<file path="src/hw/tcrc_pkg.sv">
// package: widths, counts, timing constants for the tape check character sequencer
package tcrc_pkg;
	// ********************************************************
	// widths and counts
	// ********************************************************
	localparam int TCRC_CHAR_W = 9;
	localparam int TCRC_FIFO_DEPTH = 8;
	localparam logic [TCRC_CHAR_W-1:0] TCRC_CHAR_ZERO = 9'h000;
	// bits 2 and 4 of the ring are read out uninverted (bit order P,0..7 -> index 0..8)
	localparam logic [TCRC_CHAR_W-1:0] TCRC_OUT_INVERT = 9'h1D7;
	// stages 2..5 take stage 7 feedback (indices 3..6)
	localparam logic [TCRC_CHAR_W-1:0] TCRC_FB_MASK = 9'h078;
	localparam int TCRC_IDX_B7 = 8;
	// ********************************************************
	// gap counter counts
	// ********************************************************
	localparam logic [1:0] TCRC_CNT_T0 = 2'h0;
	localparam logic [1:0] TCRC_CNT_T1 = 2'h1;
	localparam logic [1:0] TCRC_CNT_T3 = 2'h3;
	localparam logic [2:0] TCRC_LCC_HOLD = 3'h4;
	// ********************************************************
	// timing
	// ********************************************************
	localparam int TCRC_CLK_NS = 100;
	localparam int TCRC_GAP_PULSE_US = 30;
	localparam int TCRC_GAP_PULSE_CYC = (TCRC_GAP_PULSE_US * 1000) / TCRC_CLK_NS;
	localparam logic [8:0] TCRC_GAP_PULSE_CNT = 9'(TCRC_GAP_PULSE_CYC);
endpackage

</file>
<file path="src/hw/tcrc_fifo.sv">
// file: parameterised valid/ready fifo for data characters
`timescale 1ns/1ns
`default_nettype none
module tcrc_fifo #(
	parameter int WIDTH = 9,
	parameter int DEPTH = 8
) (
	// clock and reset
	input wire logic clock,
	input wire logic rstn,
	// fill side
	input wire logic in_valid,
	output logic in_ready,
	input wire logic [WIDTH-1:0] in_data,
	// drain side
	output logic out_valid,
	input wire logic out_ready,
	output logic [WIDTH-1:0] out_data
);
	localparam int AW = $clog2(DEPTH);
	logic [WIDTH-1:0] mem [DEPTH];
	logic [AW-1:0] wr_ptr;
	logic [AW-1:0] rd_ptr;
	logic [AW:0] count;
	logic push;
	logic pop;

	// honest full/empty from occupancy
	assign in_ready = (count != (AW+1)'(DEPTH));
	assign out_valid = (count != '0);
	assign out_data = mem[rd_ptr];
	assign push = in_valid && in_ready;
	assign pop = out_valid && out_ready;

	// storage write
	always_ff @(posedge clock) begin
		if (push) begin
			mem[wr_ptr] <= in_data;
		end
	end

	// pointers and occupancy
	always_ff @(posedge clock or negedge rstn) begin
		if (!rstn) begin
			wr_ptr <= '0;
			rd_ptr <= '0;
			count <= '0;
		end else begin
			if (push) begin
				wr_ptr <= (wr_ptr == AW'(DEPTH-1)) ? '0 : wr_ptr + 1'b1;
			end
			if (pop) begin
				rd_ptr <= (rd_ptr == AW'(DEPTH-1)) ? '0 : rd_ptr + 1'b1;
			end
			if (push && !pop) begin
				count <= count + 1'b1;
			end else if (pop && !push) begin
				count <= count - 1'b1;
			end
		end
	end
endmodule
`default_nettype wire

</file>
<file path="src/hw/tcrc_seq.sv">
// file: check register, gap sequencer and AXI4-Lite status/control slave
// Function
// - each write step outside a gap reloads the check register from data and state
// - nine-stage ring P,0..7; stage gets data xor previous; stages 2-5 add bit 7
// - register clocks on the step write strobe from the write-step command; here it clocks when the character leaves the fifo (take_step)
// - gap start zeroes data out, blocks amp clock, sets the primer flag
// - gap clocks come from step-position pulses only in gaps, first 30 us
// - two-stage gap counter; once back at zero it stays until primed again
// - first gap clock after priming clears the primer flag
// - second gap clock shifts the check register once with zero data
// - fourth gap clock, unless suppressed, outputs check char and pulses amp clock
// - check char is the register inverted except bits 2 and 4
// - gap clock at count zero clears the check register; repeats allowed
// - no clear pulse while the primer flag is set
// - clear pulse sets suppress flag, which blocks the fourth-count output
// - suppress flag cleared only by the first write step after a gap
// - longitudinal inhibit held low during the first four gap clocks
// - file mark captured in a buffer; next gap clock at count zero primes
// - file mark buffer cleared by the unsuppressed-before-gate fourth count
// - end-of-file gap runs a second pass with suppressed check char
//
// Implementation choices: the register addresses and the AXI4-Lite interface to the registers.
`timescale 1ns/1ns
`default_nettype none
module tcrc_seq
	import tcrc_pkg::*;
#(
	parameter int CHAR_W = TCRC_CHAR_W
) (
	// clock and reset
	input wire logic clock,
	input wire logic rstn,
	// data source
	input wire logic step_write_strobe,
	input wire logic [tcrc_pkg::TCRC_CHAR_W-1:0] data_in,
	input wire logic gap_active,
	input wire logic file_mark,
	input wire logic step_position,
	output logic source_ready,
	// write amplifiers
	output logic [tcrc_pkg::TCRC_CHAR_W-1:0] amp_data,
	output logic amp_write_clock,
	output logic lcc_enable,
	// axi4-lite slave
	input wire logic [3:0] s_awaddr,
	input wire logic s_awvalid,
	output logic s_awready,
	input wire logic [31:0] s_wdata,
	input wire logic [3:0] s_wstrb,
	input wire logic s_wvalid,
	output logic s_wready,
	output logic [1:0] s_bresp,
	output logic s_bvalid,
	input wire logic s_bready,
	input wire logic [3:0] s_araddr,
	input wire logic s_arvalid,
	output logic s_arready,
	output logic [31:0] s_rdata,
	output logic [1:0] s_rresp,
	output logic s_rvalid,
	input wire logic s_rready
);
	import tcrc_pkg::*;

	// ********************************************************
	// register map
	// ********************************************************
	localparam logic [3:0] ADDR_CTRL = 4'h0;
	localparam logic [3:0] ADDR_STAT = 4'h4;
	localparam logic [3:0] ADDR_CHK = 4'h8;
	localparam logic [1:0] RESP_OK = 2'h0;
	localparam logic [1:0] RESP_DEC = 2'h3;

	typedef enum logic [1:0] {
		TCRC_IDLE = 2'b00,
		TCRC_PULSE = 2'b01,
		TCRC_HOLD = 2'b10
	} tcrc_gclk_t;

	logic [CHAR_W-1:0] check_register;
	logic [1:0] gap_count;
	logic primer;
	logic suppress;
	logic fm_buf;
	logic gap_q;
	logic [2:0] lcc_count;
	logic soft_clear;
	logic step_hold;
	tcrc_gclk_t gclk_state;
	logic [8:0] gclk_timer;
	logic gap_clk;
	logic fifo_valid;
	logic [CHAR_W-1:0] fifo_data;
	logic fifo_in_ready;
	logic take_step;
	logic t1_shift;
	logic t3_raw;
	logic t3_gated;
	logic t0_clear;
	logic fm_prime;
	logic [CHAR_W-1:0] next_check;
	logic [CHAR_W-1:0] shift_zero;
	logic [CHAR_W-1:0] ring_prev;
	logic [CHAR_W-1:0] ring_prev_z;

	// ********************************************************
	// data buffering
	// ********************************************************
	// characters queue here so the source can run ahead of the amp
	tcrc_fifo #(.WIDTH(CHAR_W), .DEPTH(TCRC_FIFO_DEPTH)) u_fifo (
		.clock(clock),
		.rstn(rstn),
		.in_valid(step_write_strobe && !gap_active),
		.in_ready(fifo_in_ready),
		.in_data(data_in),
		.out_valid(fifo_valid),
		.out_ready(take_step),
		.out_data(fifo_data)
	);

	// ready registered; source must hold strobes while low
	always_ff @(posedge clock or negedge rstn) begin
		if (!rstn) begin
			source_ready <= 1'b0;
		end else begin
			source_ready <= fifo_in_ready && !step_hold;
		end
	end

	// drain one character per cycle unless software holds stepping or a gap is active
	assign take_step = fifo_valid && !step_hold && !gap_q;

	// ********************************************************
	// ring next-state
	// ********************************************************
	// ring order: index 0 = P, index k+1 = bit k; bit 7 wraps to P
	assign ring_prev = {check_register[CHAR_W-2:0], check_register[CHAR_W-1]};
	assign ring_prev_z = ring_prev ^ (TCRC_FB_MASK & {CHAR_W{check_register[TCRC_IDX_B7]}});
	always_comb begin
		next_check = '0;
		shift_zero = '0;
		for (int i = 0; i < CHAR_W; i++) begin
			next_check[i] = fifo_data[i] ^ ring_prev_z[i];
			shift_zero[i] = ring_prev_z[i];
		end
	end

	// ********************************************************
	// gap clock generation
	// ********************************************************
	// one gap clock per position pulse, only inside a gap; the timed window
	// mirrors the first part of the shutter pulse without using its tail
	always_ff @(posedge clock or negedge rstn) begin
		if (!rstn) begin
			gclk_state <= TCRC_IDLE;
			gclk_timer <= '0;
			gap_clk <= 1'b0;
		end else begin
			gap_clk <= 1'b0;
			unique case (gclk_state)
				TCRC_IDLE: begin
					if (step_position && gap_q) begin
						gap_clk <= 1'b1;
						gclk_timer <= TCRC_GAP_PULSE_CNT;
						gclk_state <= TCRC_PULSE;
					end
				end
				TCRC_PULSE: begin
					if (gclk_timer <= 9'h001) begin
						gclk_state <= TCRC_HOLD;
					end else begin
						gclk_timer <= gclk_timer - 9'h001;
					end
				end
				TCRC_HOLD: begin
					if (!step_position) begin
						gclk_state <= TCRC_IDLE;
					end
				end
				default: begin
					gclk_state <= TCRC_IDLE;
				end
			endcase
		end
	end

	// ********************************************************
	// gap count decode
	// ********************************************************
	assign t1_shift = gap_clk && (gap_count == TCRC_CNT_T1);
	assign t3_raw = gap_clk && (gap_count == TCRC_CNT_T3);
	assign t3_gated = t3_raw && !suppress;
	assign t0_clear = gap_clk && (gap_count == TCRC_CNT_T0) && !primer;
	assign fm_prime = gap_clk && fm_buf && (gap_count == TCRC_CNT_T0) && !primer;

	// ********************************************************
	// check register
	// ********************************************************
	always_ff @(posedge clock or negedge rstn) begin
		if (!rstn) begin
			check_register <= '0;
		end else if (t0_clear || soft_clear) begin
			check_register <= '0;
		end else if (t1_shift) begin
			check_register <= shift_zero;
		end else if (take_step) begin
			check_register <= next_check;
		end
	end

	// gap level edge tracking
	always_ff @(posedge clock or negedge rstn) begin
		if (!rstn) begin
			gap_q <= 1'b0;
		end else begin
			gap_q <= gap_active;
		end
	end

	// ********************************************************
	// primer, counter, flags
	// ********************************************************
	// gap entry sets primer; the first gap clock always wins and clears it
	always_ff @(posedge clock or negedge rstn) begin
		if (!rstn) begin
			primer <= 1'b0;
		end else if (gap_clk && primer) begin
			primer <= 1'b0;
		end else if ((gap_active && !gap_q) || fm_prime) begin
			primer <= 1'b1;
		end
	end

	// counter only leaves zero when primed
	always_ff @(posedge clock or negedge rstn) begin
		if (!rstn) begin
			gap_count <= TCRC_CNT_T0;
		end else if (gap_clk && (primer || gap_count != TCRC_CNT_T0)) begin
			gap_count <= gap_count + 2'h1;
		end
	end

	// suppress: clear pulse sets, first write step clears; set wins
	always_ff @(posedge clock or negedge rstn) begin
		if (!rstn) begin
			suppress <= 1'b0;
		end else if (t0_clear) begin
			suppress <= 1'b1;
		end else if (take_step) begin
			suppress <= 1'b0;
		end
	end

	// file mark buffer: capture wins over the fourth-count clear
	always_ff @(posedge clock or negedge rstn) begin
		if (!rstn) begin
			fm_buf <= 1'b0;
		end else if (file_mark) begin
			fm_buf <= 1'b1;
		end else if (t3_raw) begin
			fm_buf <= 1'b0;
		end
	end

	// longitudinal inhibit: low for the first four gap clocks of a pass
	always_ff @(posedge clock or negedge rstn) begin
		if (!rstn) begin
			lcc_count <= TCRC_LCC_HOLD;
		end else if (gap_clk && primer) begin
			lcc_count <= 3'h1;
		end else if (gap_clk && lcc_count < TCRC_LCC_HOLD) begin
			lcc_count <= lcc_count + 3'h1;
		end
	end

	// ********************************************************
	// amplifier outputs
	// ********************************************************
	// data passes through outside gaps; gaps force zero except the readout
	always_ff @(posedge clock or negedge rstn) begin
		if (!rstn) begin
			amp_data <= '0;
			amp_write_clock <= 1'b0;
			lcc_enable <= 1'b1;
		end else begin
			lcc_enable <= !((gap_clk && primer) || lcc_count < TCRC_LCC_HOLD);
			if (t3_gated) begin
				amp_data <= check_register ^ TCRC_OUT_INVERT;
				amp_write_clock <= 1'b1;
			end else if (take_step) begin
				amp_data <= fifo_data;
				amp_write_clock <= 1'b1;
			end else begin
				amp_data <= gap_q ? TCRC_CHAR_ZERO : amp_data;
				amp_write_clock <= 1'b0;
			end
		end
	end

	// ********************************************************
	// axi4-lite slave
	// ********************************************************
	// write: ctrl bit0 holds stepping, bit1 self-clearing register clear
	always_ff @(posedge clock or negedge rstn) begin
		if (!rstn) begin
			s_awready <= 1'b0;
			s_wready <= 1'b0;
			s_bvalid <= 1'b0;
			s_bresp <= RESP_OK;
			step_hold <= 1'b0;
			soft_clear <= 1'b0;
		end else begin
			soft_clear <= 1'b0;
			s_awready <= 1'b0;
			s_wready <= 1'b0;
			if (s_bvalid && s_bready) begin
				s_bvalid <= 1'b0;
			end else if (!s_bvalid && s_awvalid && s_wvalid && !s_awready) begin
				s_awready <= 1'b1;
				s_wready <= 1'b1;
				s_bvalid <= 1'b1;
				s_bresp <= (s_awaddr == ADDR_CTRL) ? RESP_OK : RESP_DEC;
				if (s_awaddr == ADDR_CTRL && s_wstrb[0]) begin
					step_hold <= s_wdata[0];
					soft_clear <= s_wdata[1];
				end
			end
		end
	end

	// read: status shows counter, flags; check shows the ring
	always_ff @(posedge clock or negedge rstn) begin
		if (!rstn) begin
			s_arready <= 1'b0;
			s_rvalid <= 1'b0;
			s_rdata <= 32'h00000000;
			s_rresp <= RESP_OK;
		end else begin
			s_arready <= 1'b0;
			if (s_rvalid && s_rready) begin
				s_rvalid <= 1'b0;
			end else if (!s_rvalid && s_arvalid && !s_arready) begin
				s_arready <= 1'b1;
				s_rvalid <= 1'b1;
				s_rresp <= RESP_OK;
				unique case (s_araddr)
					ADDR_CTRL: s_rdata <= {31'h0, step_hold};
					ADDR_STAT: s_rdata <= {26'h0, fm_buf, suppress, primer, gap_q, gap_count};
					ADDR_CHK: s_rdata <= {23'h0, check_register};
					default: begin
						s_rdata <= 32'h00000000;
						s_rresp <= RESP_DEC;
					end
				endcase
			end
		end
	end

	// ********************************************************
	// checks
	// ********************************************************
	a_primer_clear: assert property (@(posedge clock) disable iff (!rstn)
		(gap_clk && primer) |=> !primer || fm_prime)
		else $error("primer not cleared by gap clock");
	a_count_hold: assert property (@(posedge clock) disable iff (!rstn)
		(gap_count == TCRC_CNT_T0 && !primer) |=> gap_count == TCRC_CNT_T0)
		else $error("counter left zero unprimed");
	a_clear_ring: assert property (@(posedge clock) disable iff (!rstn)
		t0_clear |=> check_register == '0)
		else $error("ring not cleared");
	a_no_clear_primed: assert property (@(posedge clock) disable iff (!rstn)
		(gap_clk && primer) |-> !t0_clear)
		else $error("clear while primed");
	a_suppress_blocks: assert property (@(posedge clock) disable iff (!rstn)
		(t3_raw && suppress) |=> !amp_write_clock)
		else $error("check char written while suppressed");
	a_check_out: assert property (@(posedge clock) disable iff (!rstn)
		t3_gated |=> amp_data == ($past(check_register) ^ TCRC_OUT_INVERT) && amp_write_clock)
		else $error("check char value wrong");
	a_gap_zero: assert property (@(posedge clock) disable iff (!rstn)
		(gap_q && !t3_gated && !take_step) |=> amp_data == '0 && !amp_write_clock)
		else $error("data not forced in gap");
	a_gclk_gap: assert property (@(posedge clock) disable iff (!rstn)
		gap_clk |-> $past(gap_q))
		else $error("gap clock outside gap");
	a_lcc_low: assert property (@(posedge clock) disable iff (!rstn)
		(gap_clk && primer) |=> !lcc_enable)
		else $error("lcc not inhibited");
	a_fm_clear: assert property (@(posedge clock) disable iff (!rstn)
		(t3_raw && !file_mark) |=> !fm_buf)
		else $error("file mark buffer not cleared");
endmodule
`default_nettype wire

</file>
<file path="config.mk">
export PLATFORM = sky130hd
export DESIGN_NAME = tcrc_seq
export DESIGN_NICKNAME = d
export VERILOG_FILES = /design/src/hw/tcrc_pkg.sv /design/src/hw/tcrc_fifo.sv /design/src/hw/tcrc_seq.sv
export SDC_FILE = /design/constraint.sdc
export NUM_CORES = 1
export LEC_CHECK = 0
export BUFFER_PORTS_ARGS = -buffer_cell sky130_fd_sc_hd__buf_4
export CAP_MARGIN = 20
export CORE_UTILIZATION = 26
export DETAILED_ROUTE_END_ITERATION = 7
export HOLD_SLACK_MARGIN = 0.1
export SKIP_CTS_REPAIR_TIMING = 1
export SLEW_MARGIN = 20
export SYNTH_ARGS = -nofsm -noshare
export SYNTH_HDL_FRONTEND = slang
export SYNTH_SLANG_ARGS = --single-unit
</file>
<file path="constraint.sdc">
create_clock -name clock -period 6.82 [get_ports clock]
set_clock_uncertainty 0.1 [all_clocks]
set_input_delay 1.364 -clock clock [delete_from_list [all_inputs] [get_ports clock]]
set_output_delay 1.364 -clock clock [all_outputs]
set_load 0.005 [all_outputs]
</file>
==> summary by stage <==
Timing
The worst path needs around 3.4 ns of the cycle, external delays included. The final-report setup violation count is 0. The worst slack on hold paths is between 0.4 and 0.5 ns. The final number of max-transition violations is 0. Setup repair after global routing left no endpoint under its margin. The headroom to the max-slew limit is between 20% and 30%.

The achievable clock frequency is between 0.2 and 0.3 GHz. Dividing the final minimum period by the clock period gives 49.8%. The hold violation count in the final report came to 0. At the pin with the least slew margin, the transition time is roughly 1.0 ns. Setup total negative slack on the finished layout was measured at 0 ns. The setup slack after layout is between 3 and 4 ns.

Cells and area
The repair_antennas step left the layout with diodes totalling 0. Leaving out fill and tap cells, the most frequent cells in the layout are 72 x sky130_fd_sc_hd__edfxtp_1, 67 x sky130_fd_sc_hd__dfrtp_1, 63 x sky130_fd_sc_hd__buf_4. Cells with a size suffix above 1 make up 27.4% of the layout. The fill cell instance count of the final layout is approximately 2300. After the flow finishes, the layout carries non-filler instances totaling about 840. The final layout contains approximately 590 nets. Compared with the post-synthesis result, the final layout area differs by 20.0%. The finished cells cover roughly 7600 um^2.

The end-of-flow core utilization is between 30% and 40%. Leaving out fill and tap cells, the most frequent cell in the layout is sky130_fd_sc_hd__edfxtp_1.

Worst setup path
The worst setup path is captured at a flop. The sort of element at the start of the critical path is a flop. The cell repeated most along the worst path is sky130_fd_sc_hd__ha_1. Traced cell by cell, the critical path runs through nor4_1 -> nor2_1 -> inv_2 -> ha_1 -> inv_1 -> ha_1 -> a21o_1 -> a21oi_1 -> mux2i_1 -> xnor2_1. The worst register-to-register path has a setup slack of 3.43 ns.

On the worst path, the slowest cell contributes a delay of approximately 0.67 ns. The required time of the critical path is just over 7 ns. Data arrives at the worst endpoint at ~3.6 ns. The largest driver fanout on the critical path is 19.

The kind of critical path is reg2reg. For this design, the slowest cell found on the critical path is sky130_fd_sc_hd__nor4_1.

Power
In this run the power density over the cells is 399 nW/um^2. The static leakage is about 3 nW. The overall power is just over 3 mW. The worst ir drop on vdd is around 0.17 mV.

Yosys
In this run, synthesis inferred between 70 and 80 flip-flops with an integrated enable. Summing the areas of all xor and xnor instances in the mapped netlist gives about 1.1% of the synthesized area. For this run, asynchronously set or reset flops after synthesis account for 48.9%. The synthesized netlist devotes 9.68% of its cell area to simple gates. The summed instance area of the synthesized netlist is about 6300 um^2. Of the post-synthesis cell area, the part taken by muxes is about a tenth.

The average instance in the mapped netlist occupies between 10 and 15 um^2. The number of distinct library cells after synthesis is a little over 60. The adder-cell area share of the yosys netlist is under 10%. The gate count after technology mapping is about 450. The count of state elements after synthesis is approximately 140. By area, the combinational part of the netlist is dominated by simple AND/OR/NAND/NOR gates. The fraction of the yosys area taken by sequential cells is between 60% and 70%. The number of warnings printed during yosys synthesis is 0. The prevailing post-synth register cell is sky130_fd_sc_hd__edfxtp_1.

The fraction of the mapped netlist area in compound gates is 9.66%.

Die
The die is 158 um wide. The floorplan has between 50 and 60 rows. The vertical extent of the die is roughly 160 um. The area of the core region is approximately 24000 um^2. The floorplan step defined a die boundary enclosing 25000 um^2. For this configuration, the core starts out at a cell density of around a quarter. The number of placed I/O pins is ~120.

Clocking
The CTS tree is built. The count of clock tree sinks is roughly 140. Clock-pin slew was measured on the worst setup and hold paths at roughly 0.06 ns. In this run, CTS created clock tree buffers numbering 17. Clock tree synthesis selected as its root buffer the cell sky130_fd_sc_hd__clkbuf_16. The H-tree generated during clock tree synthesis spans 4 levels. The clock passes through at most 2 buffers. The clock latency of the later-clocked register in the worst-skew pair is between 0.4 and 0.5 ns.

Status
The flow ran to the end, and the final reports show no timing, DRC or antenna violations.

Placed design
The count of buffers inserted at the top-level ports is 60. In this run, placement finished with an instance count of 809. At the end of routability-driven placement, the weighted congestion stood at ~0.75. In this run the cell area measured after placement is 7030 um^2. Timing analysis after detailed placement gives a worst setup slack of roughly 3.2 ns.

The half-perimeter wire length after detailed placement is 9240 um.

Flow run
The number of max-cap violations is 0.

Route
Dividing the detail-routed via count by the number of cells gives around 4.6. For this run, the detailed router's first-pass iteration total came to 5. In this run, the number of DRC markers left after iteration 0 of detailed routing was between 200 and 250. After detailed routing, the number of remaining DRC violations is 0.

Dividing the detail-routed wire length by the instance count gives around 16 um. The count of vias placed by the detailed router is between 3000 and 4000. Wires add up to between 10000 and 15000 um. The detail route stage leaves a number of antenna-violating nets equal to 0.

Min path
The classification of the worst-slack hold path is reg2reg.

Global routing
The first global-routing pass estimated around 21000 um of wire. The initial antenna violation count was 0. The total congestion overflow is 0.

Global routing used 11.5% of the available tracks. The via count of the first global-routing pass is 3933. The largest net degree at the start of global routing is 70.
==> final timing paths <==
kind	from	end	depth (start not counted)
setup / recovery	u_fifo.count[0]$_DFFE_PN0P_	u_fifo.count[3]$_DFFE_PN0P_	10
hold / removal	lcc_count[2]$_DFFE_PN1P_	lcc_enable$_DFF_PN1_	1
setup reg to reg	u_fifo.count[0]$_DFFE_PN0P_	u_fifo.count[3]$_DFFE_PN0P_	10
hold reg to reg	lcc_count[2]$_DFFE_PN1P_	lcc_enable$_DFF_PN1_	1
max in group asynchronous	rstn	u_fifo.rd_ptr[0]$_DFFE_PN0P_	1
min in group asynchronous	rstn	gclk_state[1]$_DFFE_PN0P_	1
==> routing by layer <==
layer  wire length (um)  GRT usage (%)
met1               5960           14.0
met2               6710           19.0
met3                740           3.70
met4                161           4.03
met5                  0              0
==> power by group <==
group          leakage, nW  switching, mW  internal [mW]
Clock                0.277          0.398          0.484
Sequential            1.50          0.255           1.07
Combinational         1.24          0.385          0.438
==> worst max-delay path, delay by kind of cell (launching register included) <==
kind	cells	cell delay [ns]
adders and majority gates	2	0.53
and+or+nand+nor	2	1.06
muxes	1	0.24
xor gates and xnor gates	1	0.13
DFF	1	0.45
buffers and inverters	2	0.48
AOI/OAI and AO/OA	2	0.34
==> flip-flops by register name, indices dropped and copies added (netlist names), 2 cells and up <==
register and count:
amp_data 9, check_register 9, gap_count 2, gclk_state 2, gclk_timer 9, lcc_count 3
s_rdata 9, u_fifo.count 4, u_fifo.mem 72, u_fifo.rd_ptr 3, u_fifo.wr_ptr 3
==> cells in the mapped netlist, drive strengths merged (2+ instances only) <==
master,instances,area (um^2)
edfxtp,72,2160
dfrtp,67,1680
buf,36,255
nand2,23,86.3
inv,18,67.6
mux4,18,405
nor2,15,56.3
a22o,14,123
o21ai,14,70.1
ha,13,163
mux2,12,135
nand3,12,60.1
nor3,11,55.1
a22oi,9,67.6
a32oi,9,78.8
a21oi,7,35.0
clkbuf,7,26.3
mux2i,7,70.1
a21o,6,45.0
nand3b,6,45.0
xnor2,6,52.6
nand2b,5,31.3
nand4b,5,43.8
nor2b,5,31.3
nor4,5,46.3
o311ai,4,35.0
and3b,3,26.3
o211ai,3,22.5
or2,3,18.8
or3,3,21.3
or4,3,26.3
a221o,2,20.0
dfstp,2,52.6
nand4,2,12.5
nor4b,2,17.5
o22ai,2,12.5
o41ai,2,36.3
xor2,2,17.5
==> kinds of logic after synthesis <==
family,after synthesis
buffers and inverters,61
AOI/OAI and AO/OA,79
other,1
DFF,141
and+or+nand+nor,107
adders and majority gates,14
muxes,37
xor gates and xnor gates,8
==> layout make-up <==
type                            count  area [um^2]  share of cell area, %
Clock buffer                       17          425                   5.60
Multi-Input combinational cell    268         2210                   29.0
Inverter                           18         67.6                  0.889
Timing Repair Buffer               63          473                   6.22
Clock inverter                     15          138                   1.81
Sequential cell                   141         3890                   51.2
Tap cell                          319          399                   5.25
No activity file was read; power rests on OpenSTA's default activity.
